File: src/rtl/sramh_cfg.svh
/*
 timing and geometry constants for the static ram host controller.
 assumes a 25 mhz system clock; counts are derived from ns figures.
*/
`ifndef SRAMH_CFG_SVH
`define SRAMH_CFG_SVH
`define SRAMH_CLK_NS 40
`define SRAMH_ADDR_W 12
`define SRAMH_DEPTH 4096
`define SRAMH_ADDR_ACCESS_TIME_NS 55
`define SRAMH_SEL_ACCESS_RESTED_NS 55
`define SRAMH_SEL_ACCESS_RECENT_NS 65
`define SRAMH_SEL_ACTIVE_MIN_NS 55
`define SRAMH_STORE_PULSE_MIN_NS 35
`define SRAMH_STORE_SETUP_NS 45
`define SRAMH_DIN_SETUP_NS 25
`define SRAMH_DIN_HOLD_NS 10
`define SRAMH_ADDR_HOLD_AFTER_STORE_NS 10
`define SRAMH_DESEL_TO_FLOAT_NS 40
`define SRAMH_CEIL(ns) (((ns) + `SRAMH_CLK_NS - 1) / `SRAMH_CLK_NS)
`define SRAMH_SYNC_CYC 2
`define SRAMH_READ_CYC (`SRAMH_CEIL(`SRAMH_SEL_ACCESS_RECENT_NS) + `SRAMH_SYNC_CYC)
`define SRAMH_STORE_CYC `SRAMH_CEIL(`SRAMH_STORE_SETUP_NS)
`define SRAMH_HOLD_CYC `SRAMH_CEIL(`SRAMH_ADDR_HOLD_AFTER_STORE_NS)
`define SRAMH_REST_CYC `SRAMH_CEIL(`SRAMH_DESEL_TO_FLOAT_NS)
`endif

File: src/rtl/sramh_pkg.sv
/*
 types for the static ram host controller.
 assumes sramh_cfg.svh is on the include path.
*/
`include "sramh_cfg.svh"
package sramh_pkg;
    typedef enum logic [4:0] {
        SRAMH_IDLE = 5'h01,
        SRAMH_READ = 5'h02,
        SRAMH_STORE = 5'h04,
        SRAMH_HOLD = 5'h08,
        SRAMH_REST = 5'h10
    } sramh_state_t;
    typedef struct packed {
        logic write;
        logic [`SRAMH_ADDR_W-1:0] addr;
        logic wdata;
    } sramh_req_t;
    typedef struct packed {
        logic sel_n;
        logic store_n;
        logic [`SRAMH_ADDR_W-1:0] addr;
        logic din;
    } sramh_pins_t;
endpackage : sramh_pkg

File: src/rtl/sramh_host.sv
/*
 host controller for a 4096 x 1 asynchronous static ram.
 assumes one 25 mhz clock; the ram data output is an async pin.
*/
// Contract
// RULE_01: ram holds 4096 one-bit words by address
// RULE_02: deselect puts ram into standby
// RULE_03: read data has written polarity
// RULE_04: ram output floats unless driving read data
// RULE_05: select is a level, no clocking needed
// RULE_06: read valid within address access time
// RULE_07: old data held briefly after address change
// RULE_08: select access depends on prior deselect time
// RULE_09: output floats within 40 ns after deselect
// RULE_10: standby reached within 30 ns of deselect
// RULE_11: write strobe floats ram output
// RULE_12: hold address one cycle time while selected
// RULE_13: hold select at least select-active minimum
// RULE_14: strobe low 35 ns, setup 45 ns
// RULE_15: data setup 25 ns, hold 10 ns
// RULE_16: zero address setup; address hold 10 ns
// RULE_17: select+strobe low writes, select alone reads
`timescale 1ns/1ps
`default_nettype none
`include "sramh_cfg.svh"
module sramh_host
    import sramh_pkg::*;
#(
    parameter int ADDR_W = `SRAMH_ADDR_W
) (
    input wire logic I_CLK,
    input wire logic I_RST_N,
    input wire logic i_req_valid,
    input wire sramh_req_t i_req,
    output logic o_req_ready,
    output logic o_rdata_valid,
    output logic o_rdata,
    output sramh_pins_t o_pins,
    input wire logic i_ram_dout
);
    localparam logic [2:0] READ_CYC = 3'(`SRAMH_READ_CYC);
    localparam logic [2:0] STORE_CYC = 3'(`SRAMH_STORE_CYC);
    localparam logic [2:0] HOLD_CYC = 3'(`SRAMH_HOLD_CYC);
    localparam logic [2:0] REST_CYC = 3'(`SRAMH_REST_CYC);

    sramh_state_t state_r, state_nxt;
    logic [2:0] cnt_r, cnt_nxt;
    sramh_pins_t pins_r, pins_nxt;
    logic rvalid_r, rvalid_nxt;
    logic rdata_r, rdata_nxt;
    logic dout_s1_r, dout_s2_r;

    function automatic logic [2:0] cnt_dec(input logic [2:0] c);
        return c - 3'h1;
    endfunction : cnt_dec

    // ram output passes two flops before use
    always_ff @(posedge I_CLK or negedge I_RST_N) begin
        if (!I_RST_N) begin
            dout_s1_r <= 1'b0;
            dout_s2_r <= 1'b0;
        end else begin
            dout_s1_r <= i_ram_dout;
            dout_s2_r <= dout_s1_r;
        end
    end

    assign o_req_ready = (state_r == SRAMH_IDLE);

    always_comb begin
        state_nxt = state_r;
        cnt_nxt = cnt_r;
        pins_nxt = pins_r;
        rvalid_nxt = 1'b0;
        rdata_nxt = rdata_r;
        unique case (state_r)
            SRAMH_IDLE: begin
                if (i_req_valid) begin
                    // address, data and select together: zero setup allowed RULE_16
                    pins_nxt.addr = i_req.addr;
                    pins_nxt.din = i_req.wdata;
                    pins_nxt.sel_n = 1'b0;
                    if (i_req.write) begin
                        pins_nxt.store_n = 1'b0; // RULE_17
                        cnt_nxt = STORE_CYC;
                        state_nxt = SRAMH_STORE;
                    end else begin
                        cnt_nxt = READ_CYC;
                        state_nxt = SRAMH_READ;
                    end
                end
            end
            SRAMH_READ: begin
                // select and address held past worst select access RULE_06 RULE_08 RULE_12 RULE_13
                cnt_nxt = cnt_dec(cnt_r);
                if (cnt_r == 3'h1) begin
                    pins_nxt.sel_n = 1'b1; // RULE_02
                    cnt_nxt = REST_CYC;
                    state_nxt = SRAMH_REST;
                end
            end
            SRAMH_STORE: begin
                // strobe low covers pulse width and address setup RULE_14 RULE_15
                cnt_nxt = cnt_dec(cnt_r);
                if (cnt_r == 3'h1) begin
                    pins_nxt.store_n = 1'b1; // RULE_17
                    cnt_nxt = HOLD_CYC;
                    state_nxt = SRAMH_HOLD;
                end
            end
            SRAMH_HOLD: begin
                // address and data kept after strobe rises RULE_15 RULE_16
                cnt_nxt = cnt_dec(cnt_r);
                if (cnt_r == 3'h1) begin
                    pins_nxt.sel_n = 1'b1;
                    cnt_nxt = REST_CYC;
                    state_nxt = SRAMH_REST;
                end
            end
            SRAMH_REST: begin
                // wait for the ram output to float RULE_09 RULE_04
                cnt_nxt = cnt_dec(cnt_r);
                if (cnt_r == 3'h1) begin
                    state_nxt = SRAMH_IDLE;
                end
            end
            default: begin
                state_nxt = SRAMH_IDLE;
                pins_nxt.sel_n = 1'b1;
                pins_nxt.store_n = 1'b1;
            end
        endcase
        if (state_r == SRAMH_READ && cnt_r == 3'h1) begin
            rvalid_nxt = 1'b1;
            rdata_nxt = dout_s2_r; // RULE_03
        end
    end

    always_ff @(posedge I_CLK or negedge I_RST_N) begin
        if (!I_RST_N) begin
            state_r <= SRAMH_IDLE;
            cnt_r <= 3'h0;
            pins_r <= '{sel_n: 1'b1, store_n: 1'b1, addr: '0, din: 1'b0};
            rvalid_r <= 1'b0;
            rdata_r <= 1'b0;
        end else begin
            state_r <= state_nxt;
            cnt_r <= cnt_nxt;
            pins_r <= pins_nxt;
            rvalid_r <= rvalid_nxt;
            rdata_r <= rdata_nxt;
        end
    end

    assign o_pins = pins_r;
    assign o_rdata_valid = rvalid_r;
    assign o_rdata = rdata_r;
endmodule : sramh_host
`default_nettype wire

File: config.mk
export PLATFORM = sky130hd
export DESIGN_NAME = sramh_host
export DESIGN_NICKNAME = d
export VERILOG_FILES = /design/src/rtl/sramh_pkg.sv /design/src/rtl/sramh_host.sv
export VERILOG_INCLUDE_DIRS = /design/src /design/src/rtl
export SDC_FILE = /design/constraint.sdc
export NUM_CORES = 1
export LEC_CHECK = 0
export CAP_MARGIN = 20
export CORE_MARGIN = 4
export CORE_UTILIZATION = 45
export DETAILED_ROUTE_END_ITERATION = 10
export DONT_BUFFER_PORTS = 1
export GPL_TIMING_DRIVEN = 1
export PLACE_DENSITY = 0.72
export RECOVER_POWER = 25
export SYNTH_ARGS = -nofsm -noshare
export SYNTH_HDL_FRONTEND = slang
export SYNTH_SLANG_ARGS = --single-unit
File: constraint.sdc
create_clock -name I_CLK -period 4.3 [get_ports I_CLK]
set_clock_uncertainty 0.05 [all_clocks]
set_input_delay 0.86 -clock I_CLK [delete_from_list [all_inputs] [get_ports I_CLK]]
set_output_delay 0.86 -clock I_CLK [all_outputs]
set_load 0.02 [all_outputs]
# Yosys cells after proc, flatten, opt, wreduce, memory -nomap -nowiden
# Cells that the tools add are included.
dict set report totals {
  input_bits 18
  out_inout_bits 18
  regBits 27
  wordCells 51
}
dict set report classes {
  bitwise_logic 2
  n_reduce_logical 11
  add_sub_neg 1
  muxes 16
  n_eq_ne 11
}
# op n
set ops {}
lappend ops {{$mux 5} 4}
lappend ops {{$pmux 5 s4} 1}
lappend ops {{$mux 15} 1}
lappend ops {{$mux 3} 4}
lappend ops {{$pmux 3 s3} 1}
lappend ops {{$ne 2x2->1 const B} 4}
lappend ops {{$reduce_and 4->1} 2}
lappend ops {{$pmux 1 s3} 2}
lappend ops {{$reduce_or 3->1} 2}
lappend ops {{$eq 5x1->1 const B} 1}
lappend ops {{$eq 5x2->1 const B} 1}
lappend ops {{$eq 5x3->1 const B} 1}
lappend ops {{$eq 5x4->1 const B} 1}
lappend ops {{$eq 5x5->1 const B} 1}
lappend ops {{$reduce_and 2->1} 2}
lappend ops {{$reduce_or 2->1} 2}
lappend ops {{$eq 3x1->1 const B} 1}
lappend ops {{$mux 1} 3}
lappend ops {{$reduce_and 3->1} 1}
lappend ops {{$reduce_bool 3->1} 1}
lappend ops {{$sub 3x1->3 const B} 1}
lappend ops {{$ne 2x1->1 const B} 1}
lappend ops {{$not 1->1} 2}
lappend ops {{$logic_and 1x1->1} 1}

# Longest topological paths before layout
# Gate-level depths: netlist of run 1.
dict set report logic_depth {
  depth_word 4
  ltp_mapped 8
  ltp_nobuf 7
}

# Least setup slack after synthesis of run 1
# No wires, ideal clock.
dict set report synth_path {
  path_type {reg2out}
  from {reg state_r[0]}
  to {out o_req_ready}
  arrival_time_ns 1.103
  setup_slack_ns 2.287
  path_stages_with_launch 3
  path_buffers 1
  required_time_ns 3.390
  cell_sequence {dfstp_2 clkbuf_1 and2_2}
}
dict set report synth_between {
  elab_chain_cells 1
}
# element line
set synth_rtl {}
lappend synth_rtl {{start, declared} sramh_host.sv:46} ;# sramh_state_t state_r, state_nxt;
lappend synth_rtl {{start signal, assigned} sramh_host.sv:147} ;# state_r <= state_nxt;
lappend synth_rtl {{$eq 5x1->1} sramh_host.sv:68} ;# assign o_req_ready = (state_r == SRAMH_IDLE);
lappend synth_rtl {{end, declared} sramh_host.sv:35} ;# output logic o_req_ready,
# Every way passes these cells.

# Worst setup path after layout of run 1
dict set report layout_path {
  from {reg state_r[2]}
  to {out o_req_ready}
}
# The elaborated chain is that of the path after synthesis.

==> results of run 1 <==
-- worst paths after layout --
path | startpoint | end | cells after the start
min in group I_CLK | dout_s1_r | dout_s2_r | 0
min | I_RST_N | o_pins[12] | 0
max reg2reg | state_r[2] | cnt_r[2] | 4
max in group asynchronous | I_RST_N | state_r[0] | 0
max | state_r[2] | o_req_ready | 2
min reg2reg | dout_s1_r | dout_s2_r | 0
-- power groups by stage --
stage / Combinational [mW] / Clock, mW / Sequential (mW)
floorplan: 0.336 / 0 / 0.495
finish: 0.340 / 0.111 / 0.548
detailed placement: 0.344 / 0 / 0.552
global route: 0.400 / 0.125 / 0.564
global placement: 0.331 / 0 / 0.551
CTS: 0.345 / 0.115 / 0.549
-- kinds of logic after synthesis --
logic type               count (synthesis)  synth area share [%]
adder cells (fa/ha/maj)                  2                  1.88
AO/OA/AOI/OAI                           26                  14.0
flip-flops                              27                  51.0
buffers and inverters                   14                  5.17
AND/OR/NAND/NOR                         73                  24.2
XOR/XNOR                                 2                  1.32
multiplexers                             3                  2.44
-- flip-flops by register name, indices dropped and copies added, names as in the netlist --
| signal | count |
|---|---|
| o_pins | 15 |
| state_r | 5 |
| cnt_r | 3 |
| dout_s1_r | 1 |
| dout_s2_r | 1 |
| o_rdata | 1 |
| o_rdata_valid | 1 |
-- metal layers --
metal | global-route usage [%] | vias to the layer above | wire length [um]
met5 | 0 | - | 0
met4 | 6.37 | 0 | 48
met3 | 3.06 | 4 | 152
met2 | 22.7 | 29 | 1240
met1 | 17.1 | 452 | 1080
li1 | - | 481 | -
-- area by class of cell --
class                           instances  area, sq um
Clock inverter                          1         7.51
Fill cell                             261         1440
Multi-Input combinational cell        106          583
Tap cell                               31         38.8
Clock buffer                            3         22.5
Sequential cell                        27          679
Inverter                                4         15.0
-- layout by cell type (no fill, tap or decap), types with 3 or more instances in the layout --
cell type / instances
clkbuf_4: 3
and3_1: 3
a21oi_1: 4
nor2_1: 9
dfstp_2: 3
o21ai_0: 8
nand2_1: 46
dfrtp_1: 24
nor3_1: 4
inv_1: 4
==> results.sh, run 1 <==
export IMPL_drt_pass1_iterations=5
export IMPL_synth_fp_nets=167
export IMPL_numCtsBuffers=3
export IMPL_port_buffers=0
export IMPL_cellPowerDensity_nw_per_um2=742
export IMPL_h_tree_depth=1
export IMPL_arrival_ps=1620
export IMPL_clk_pin_slew_worst_paths_ps=140
export IMPL_crit_slowest_cell="dfrtp_1"
export IMPL_rsz0062_at_grt="false"
export IMPL_critical_path_top_delay_family="simple AND/OR/NAND/NOR gates"
export IMPL_synth_cell_types=37
export IMPL_required_ps=3390
export IMPL_vias=966
export IMPL_clk_latency_ps=330
export IMPL_synth_area_leaders="dfrtp_1, nand2_1, dfstp_2"
export IMPL_avgSynthCellArea_sq_um=9.06
export IMPL_clock_sinks=27
export IMPL_power_share_sequential_pct=54.8
export IMPL_finalHoldViolCount=0
export IMPL_clockRootBuffer="clkbuf_4"
export IMPL_routed_wl_um=2520
export IMPL_combPwrFrac_pct=34.1
export IMPL_first_global_vias=932
export IMPL_final_setup_viol_count=0
export IMPL_period_needed_ps=2530
export IMPL_synth_top_area_share_pct=45.1
export IMPL_place_area_sq_um=1320
export IMPL_vias_per_cell=5.62
export IMPL_synth_top_area_cell="dfrtp_1"
export IMPL_wl_per_cell_um=14.7
export IMPL_swShare_pct=46.4
export IMPL_antenna_left=0
export IMPL_drt_initial_drc_count=23
export IMPL_cp_end_kind="output port"
export IMPL_dp_cells=168
export IMPL_antenna_found_initial=0
export IMPL_die_area_sq_um=3890
export IMPL_fin_setup_tns_ps=0
export IMPL_grt_max_degree=28
export IMPL_maxCapViolations=0
export IMPL_fmax_ghz=0.396
export IMPL_synth_edf_count=0
export IMPL_drive_above_1_share_pct=10.6
export IMPL_p_leak_nw=0.634
export IMPL_ys_top_cells_by_count="nand2_1, dfrtp_1, nor2_1"
export IMPL_post_cts_setup_buffer_count=0
export IMPL_peakVddDrop_mv=0.464
export IMPL_cts_resized=0
export IMPL_fin_ws_ps=1770
export IMPL_start_kind="flop"
export IMPL_hpwl_um=1850
export IMPL_preCtsSetupSlack_ps=2080
export IMPL_ys_async_sr_fraction_pct=100
export IMPL_cpPeakStageDelay_ps=580
export IMPL_grt_overflow=0
export IMPL_intPower_mw=0.535
export IMPL_final_core_util_pct=48.4
export IMPL_tightest_slew_ps=594
export IMPL_core_area_sq_um=2780
export IMPL_synthFlopType="dfrtp_1"
export IMPL_instances_no_fill=172
export IMPL_ios=36
export IMPL_stdcell_area_sq_um=1350
export IMPL_gp_congestion=0.791
export IMPL_period_share_pct=58.8
export IMPL_grt_use_total_pct=13.8
export IMPL_die_x_um=62.4
export IMPL_maxSlewHeadroom_pct=60.4
export IMPL_nets=162
export IMPL_r2r_slack_ps=2100
export IMPL_drc=0
export IMPL_hold_buffers=0
export IMPL_rows=19
export IMPL_antennaDiodeCount=0
export IMPL_grt_pass1_wl_um=4400
export IMPL_ys_warn_count=0
export IMPL_clkPwrFrac_pct=11.1
export IMPL_hold_path_class="in -> async"
export IMPL_power_switching_mw=0.464
export IMPL_cp_max_fo=15
export IMPL_cts_buffer_depth=2
export IMPL_yosysMostFrequentCell="nand2_1"
export IMPL_initial_core_util_pct=47.9
export IMPL_drv_slew=0
export IMPL_die_h_um=62.4
export IMPL_fin_hold_ws_ps=150
export IMPL_crit_chain="nor4_1 > and2_2"
export IMPL_status="complete, no violations"
export IMPL_fin_total_pwr_mw=0.999
export IMPL_crit_type="reg -> out"
export IMPL_area_growth_synth_to_final_pct=1.13
export IMPL_cts_tree="done"
export IMPL_syn_inst=147
export IMPL_ys_ff_latch=27
export IMPL_syn_cell_area_sq_um=1330
export IMPL_ys_seq_area_share_pct=51.0
export IMPL_cp_buffers_inverters=0
(Power assumes the default switching activity.)
==> run 2, diff against run 1 <==
- PLACE_DENSITY: 0.72 -> 0.74
- clock period: 4.3 -> 2.3 ns (I/O delays scaled with it)
==> run 2 against run 1 <==
Compared with the run above: power up 91%; cell count up 3.5%; non-clock buffer count up 6; die area unchanged; sequential cell count unchanged; critical path type unchanged; setup slack worse by 1500 ps.
==> results.sh, run 2 (synthesis gave the netlist of run 1 again) <==
export IMPL_cts_buffer_depth=2
export IMPL_grt_use_total_pct=13.8
export IMPL_die_h_um=62.4
export IMPL_start_kind="flop"
export IMPL_drc=0
export IMPL_vias=1001
export IMPL_rows=19
export IMPL_largest_register_ffs=15
export IMPL_clock_sinks=27
export IMPL_port_buffers=0
export IMPL_cts_resized=0
export IMPL_numCtsBuffers=3
export IMPL_die_area_sq_um=3890
export IMPL_peakVddDrop_mv=0.984
export IMPL_wl_met1_um=1050
export IMPL_dp_cells=172
export IMPL_critical_path_top_delay_family="simple AND/OR/NAND/NOR gates"
export IMPL_drt_initial_drc_count=21
export IMPL_clk_pin_slew_worst_paths_ps=130
export IMPL_drive_above_1_share_pct=12.9
export IMPL_maxUsedRoutingLayer="met4"
export IMPL_maxCapViolations=0
export IMPL_post_cts_setup_buffer_count=0
export IMPL_combPwrFrac_pct=37.7
export IMPL_cellPowerDensity_nw_per_um2=1370
export IMPL_instances_no_fill=178
export IMPL_initial_core_util_pct=47.9
export IMPL_die_x_um=62.4
export IMPL_power_share_sequential_pct=51.7
export IMPL_fmax_ghz=0.504
export IMPL_final_setup_viol_count=0
export IMPL_place_area_sq_um=1350
export IMPL_grt_overflow=0
export IMPL_tightest_slew_ps=1350
export IMPL_layout_commonest_cell="nand2_1"
export IMPL_cp_max_fo=11
export IMPL_dr_wl_met2_um=1370
export IMPL_gp_congestion=0.846
export IMPL_rsz0062_at_grt="false"
export IMPL_mostFrequentLayoutCells="nand2_1, dfrtp_1, nor2_1, o21ai_0"
export IMPL_dr_wl_met3_um=130
export IMPL_fin_setup_tns_ps=0
export IMPL_cts_tree="done"
export IMPL_crit_slowest_cell="dfrtp_1"
export IMPL_intPower_mw=1.03
export IMPL_hold_path_class="in -> reg"
export IMPL_ios=36
export IMPL_wl_per_cell_um=14.7
export IMPL_arrival_ps=1480
export IMPL_clkPwrFrac_pct=10.6
export IMPL_required_ps=1790
export IMPL_period_needed_ps=1990
export IMPL_cp_end_kind="output port"
export IMPL_grt_max_degree=28
export IMPL_crit_chain="nor4_1 > and2_2"
export IMPL_core_area_sq_um=2780
export IMPL_hold_buffers=2
export IMPL_finalHoldViolCount=0
export IMPL_h_tree_depth=1
export IMPL_drv_slew=0
export IMPL_vias_per_cell=5.62
export IMPL_antenna_left=0
export IMPL_first_global_vias=991
export IMPL_antennaDiodeCount=0
export IMPL_period_share_pct=86.3
export IMPL_p_leak_nw=0.660
export IMPL_cp_buffers_inverters=0
export IMPL_routed_wl_um=2620
export IMPL_swShare_pct=46.2
export IMPL_maxSlewHeadroom_pct=10.2
export IMPL_nets=168
export IMPL_clk_latency_ps=330
export IMPL_crit_type="reg -> out"
export IMPL_clockRootBuffer="clkbuf_4"
export IMPL_cpPeakStageDelay_ps=520
export IMPL_final_core_util_pct=50.0
export IMPL_status="complete, no violations"
export IMPL_drt_pass1_iterations=4
export IMPL_grt_pass1_wl_um=4330
export IMPL_power_switching_mw=0.881
export IMPL_hpwl_um=2000
export IMPL_stdcell_area_sq_um=1390
export IMPL_area_growth_synth_to_final_pct=4.42
export IMPL_antenna_found_initial=0
[run 2: changes by cell type in the layout (fill, tap and decap cells not counted), sizes merged]
cell and delta:
dlygate4sd3 +1, buf +4, clkbuf +1
[run 2: final timing paths]
path	start	end	slack, ps	cells past startpoint
max in group asynchronous	I_RST_N	state_r[3]	510	2
setup reg to reg	state_r[3]	o_pins[14]	400	5
hold reg to reg	dout_s1_r	dout_s2_r	320	0
min in group asynchronous	I_RST_N	o_pins[0]	890	2
setup / recovery	state_r[3]	o_req_ready	310	2
hold / removal	i_ram_dout	dout_s1_r	110	0
[run 2: stage by stage]
| step | worst slack (ps) | hold WS, ps | power [mW] |
|---|---|---|---|
| 2_1_floorplan | 597 | 114 | 1.55 |
| 3_3_place_gp | 446 | 115 | 1.67 |
| 3_5_place_dp | 386 | 115 | 1.71 |
| 4_1_cts | 306 | 94.6 | 1.93 |
| 5_1_grt | 165 | 73.5 | 2.06 |
| 6_report | 315 | 107 | 1.91 |
[run 2: worst register-to-register path, delay by kind of cell, from the launching register on]
kind	cells	cell delay, ps
AND/OR/NAND/NOR	3	860
AO/OA/AOI/OAI	2	430
flip-flops	1	520
[run 2: layer usage]
metal  up-vias  track usage (%)
li1        489                -
met1       481             15.2
met2        25             23.3
met3         6             3.60
met4         0             8.75
met5         -                0
[run 2: power by group through the flow]
stage / Clock (mW) / Combinational [mW] / Sequential (mW)
after floorplan: 0 / 0.628 / 0.926
after global placement: 0 / 0.678 / 0.991
after detailed placement: 0 / 0.715 / 0.998
after CTS: 0.211 / 0.730 / 0.990
after global routing: 0.236 / 0.819 / 1.01
final: 0.203 / 0.720 / 0.986
[run 2: final cells by class]
| cell class | count | area [sq um] |
|---|---|---|
| Clock buffer | 3 | 22.5 |
| Clock inverter | 1 | 7.51 |
| Fill cell | 256 | 1390 |
| Inverter | 4 | 15.0 |
| Multi-Input combinational cell | 106 | 583 |
| Sequential cell | 27 | 679 |
| Tap cell | 31 | 38.8 |
| Timing Repair Buffer | 6 | 43.8 |
==> run 3, diff against run 2 <==
- PLACE_DENSITY: 0.74 -> 0.72
- clock period: 2.3 -> 2.25 ns (I/O delays scaled with it)
==> run 3 against run 2 <==
Compared with the run above: sequential share of layout area is 0.40 points higher; utilization is 0.40 points lower; non-clock buffer count is 2 lower; global-route usage is 1.6 points higher; die area stayed put; wire length is 4.3% higher; clock-buffer cell count stayed put; sequential cell count stayed put.
==> results.sh, run 3 (synthesis gave the netlist of run 1 again) <==
export IMPL_drive_above_1_share_pct=12.4
export IMPL_p_leak_nw=0.654
export IMPL_die_x_um=62.4
export IMPL_grt_use_total_pct=15.3
export IMPL_gp_congestion=0.904
export IMPL_fin_setup_tns_ps=0
export IMPL_fmax_ghz=0.489
export IMPL_clk_latency_ps=330
export IMPL_drt_pass1_iterations=4
export IMPL_antenna_found_initial=0
export IMPL_r2r_cells=4
export IMPL_layout_commonest_cell="nand2_1"
export IMPL_start_kind="flop"
export IMPL_clockRootBuffer="clkbuf_4"
export IMPL_hpwl_um=2040
export IMPL_instances_no_fill=176
export IMPL_arrival_ps=1550
export IMPL_hold_start="i_ram_dout"
export IMPL_post_cts_setup_buffer_count=0
export IMPL_nFillCells=265
export IMPL_fin_hold_ws_ps=75.3
export IMPL_swShare_pct=46.4
export IMPL_peakVddDrop_mv=0.876
export IMPL_port_buffers=0
export IMPL_ios=36
export IMPL_grt_overflow=0
export IMPL_core_area_sq_um=2780
export IMPL_r2r_end="cnt_r[2]"
export IMPL_clkPwrFrac_pct=10.6
export IMPL_status="complete, no violations"
export IMPL_rsz0062_at_grt="false"
export IMPL_cp_max_fo=14
export IMPL_drv_slew=0
export IMPL_power_switching_mw=0.907
export IMPL_whs_endpoint="dout_s1_r"
export IMPL_intPower_mw=1.05
export IMPL_mostFrequentLayoutCells="nand2_1, dfrtp_1, nor2_1, o21ai_0"
export IMPL_maxCapViolations=0
export IMPL_stdcell_area_sq_um=1380
export IMPL_rr_startpoint="state_r[1]"
export IMPL_wl_per_cell_um=15.5
export IMPL_numCtsBuffers=3
export IMPL_cts_buffer_depth=2
export IMPL_finalHoldViolCount=0
export IMPL_crit_start="state_r[1]"
export IMPL_drc=0
export IMPL_period_share_pct=91.0
export IMPL_nets=166
export IMPL_cts_tree="done"
export IMPL_vias=993
export IMPL_required_ps=1750
export IMPL_grt_max_degree=28
export IMPL_grt_pass1_wl_um=4810
export IMPL_place_area_sq_um=1330
export IMPL_clock_sinks=27
export IMPL_largest_register_ffs=15
export IMPL_hold_depth=0
export IMPL_cp_end_kind="output port"
export IMPL_first_global_vias=1041
export IMPL_period_needed_ps=2050
export IMPL_tightest_slew_ps=1410
export IMPL_crit_type="reg -> out"
export IMPL_r2r_slack_ps=400
export IMPL_rows=19
export IMPL_die_h_um=62.4
export IMPL_hold_path_class="in -> reg"
export IMPL_seq_area_sq_um=679
export IMPL_combPwrFrac_pct=35.5
export IMPL_die_area_sq_um=3890
export IMPL_clk_pin_slew_worst_paths_ps=140
export IMPL_vias_per_cell=5.64
export IMPL_antenna_left=0
export IMPL_area_growth_synth_to_final_pct=3.57
export IMPL_multi_input_area_sq_um=589
export IMPL_maxSlewHeadroom_pct=6.06
export IMPL_drt_initial_drc_count=16
export IMPL_routed_wl_um=2740
export IMPL_final_setup_viol_count=0
export IMPL_initial_core_util_pct=47.9
export IMPL_power_share_sequential_pct=54.0
export IMPL_antennaDiodeCount=0
export IMPL_dp_cells=170
export IMPL_h_tree_depth=1
export IMPL_cellPowerDensity_nw_per_um2=1420
## run 3: changes by cell type in the layout (fill, tap and decap cells not counted), sizes merged
cell      change
buf           -2
clkinv        +1
clkinvlp      -1
## run 3: layer usage
layer  global-route usage, %  share of wire, %
met5                       0                 0
met3                    2.70               4.9
met4                    10.1               4.6
met2                    26.0                49
met1                    17.5                41
## run 3: repair_timing
action                                 in CTS  in global routing
hold buffers                                2                  0
endpoints found under the hold margin      27                  0
setup endpoints to repair                   0                  1
resized for setup                           0                  1
## run 3: stage by stage
step,util [%],total power [mW],worst slack [ps]
after CTS,49.9,1.97,111
after global placement,47.9,1.71,421
after global routing,49.6,2.14,54.8
final,49.6,1.95,203
after detailed placement,47.9,1.75,339
after floorplan,-,1.59,547
## run 3: cell type report
class	instances	area share [%]
Multi-Input combinational cell	106	42.7
Clock buffer	3	1.63
Tap cell	31	2.81
Clock inverter	1	0.363
Inverter	4	1.09
Timing Repair Buffer	4	2.09
Sequential cell	27	49.3
## run 3: critical path: stages (launching register included)
cell	delay, ps
dfrtp_1	550
nor4_2	390
and2_2	290
## run 3: worst max-delay path by stage
stage | endpoint | slack (ps) | cells past startpoint
after floorplan | o_pins[14] | 550 | 5
after global placement | cnt_r[2] | 420 | 4
final | o_req_ready | 200 | 2
after global routing | state_r[4] | 50 | 2
after detailed placement | cnt_r[2] | 340 | 4
after CTS | o_req_ready | 110 | 2
## run 3: power groups by stage
stage          Sequential, mW  Clock, mW  Combinational (mW)
2_1_floorplan           0.947          0               0.642
3_3_place_gp             1.05          0               0.656
3_5_place_dp             1.06          0               0.689
4_1_cts                  1.05      0.215               0.705
5_1_grt                  1.09      0.234               0.816
6_report                 1.05      0.206               0.693
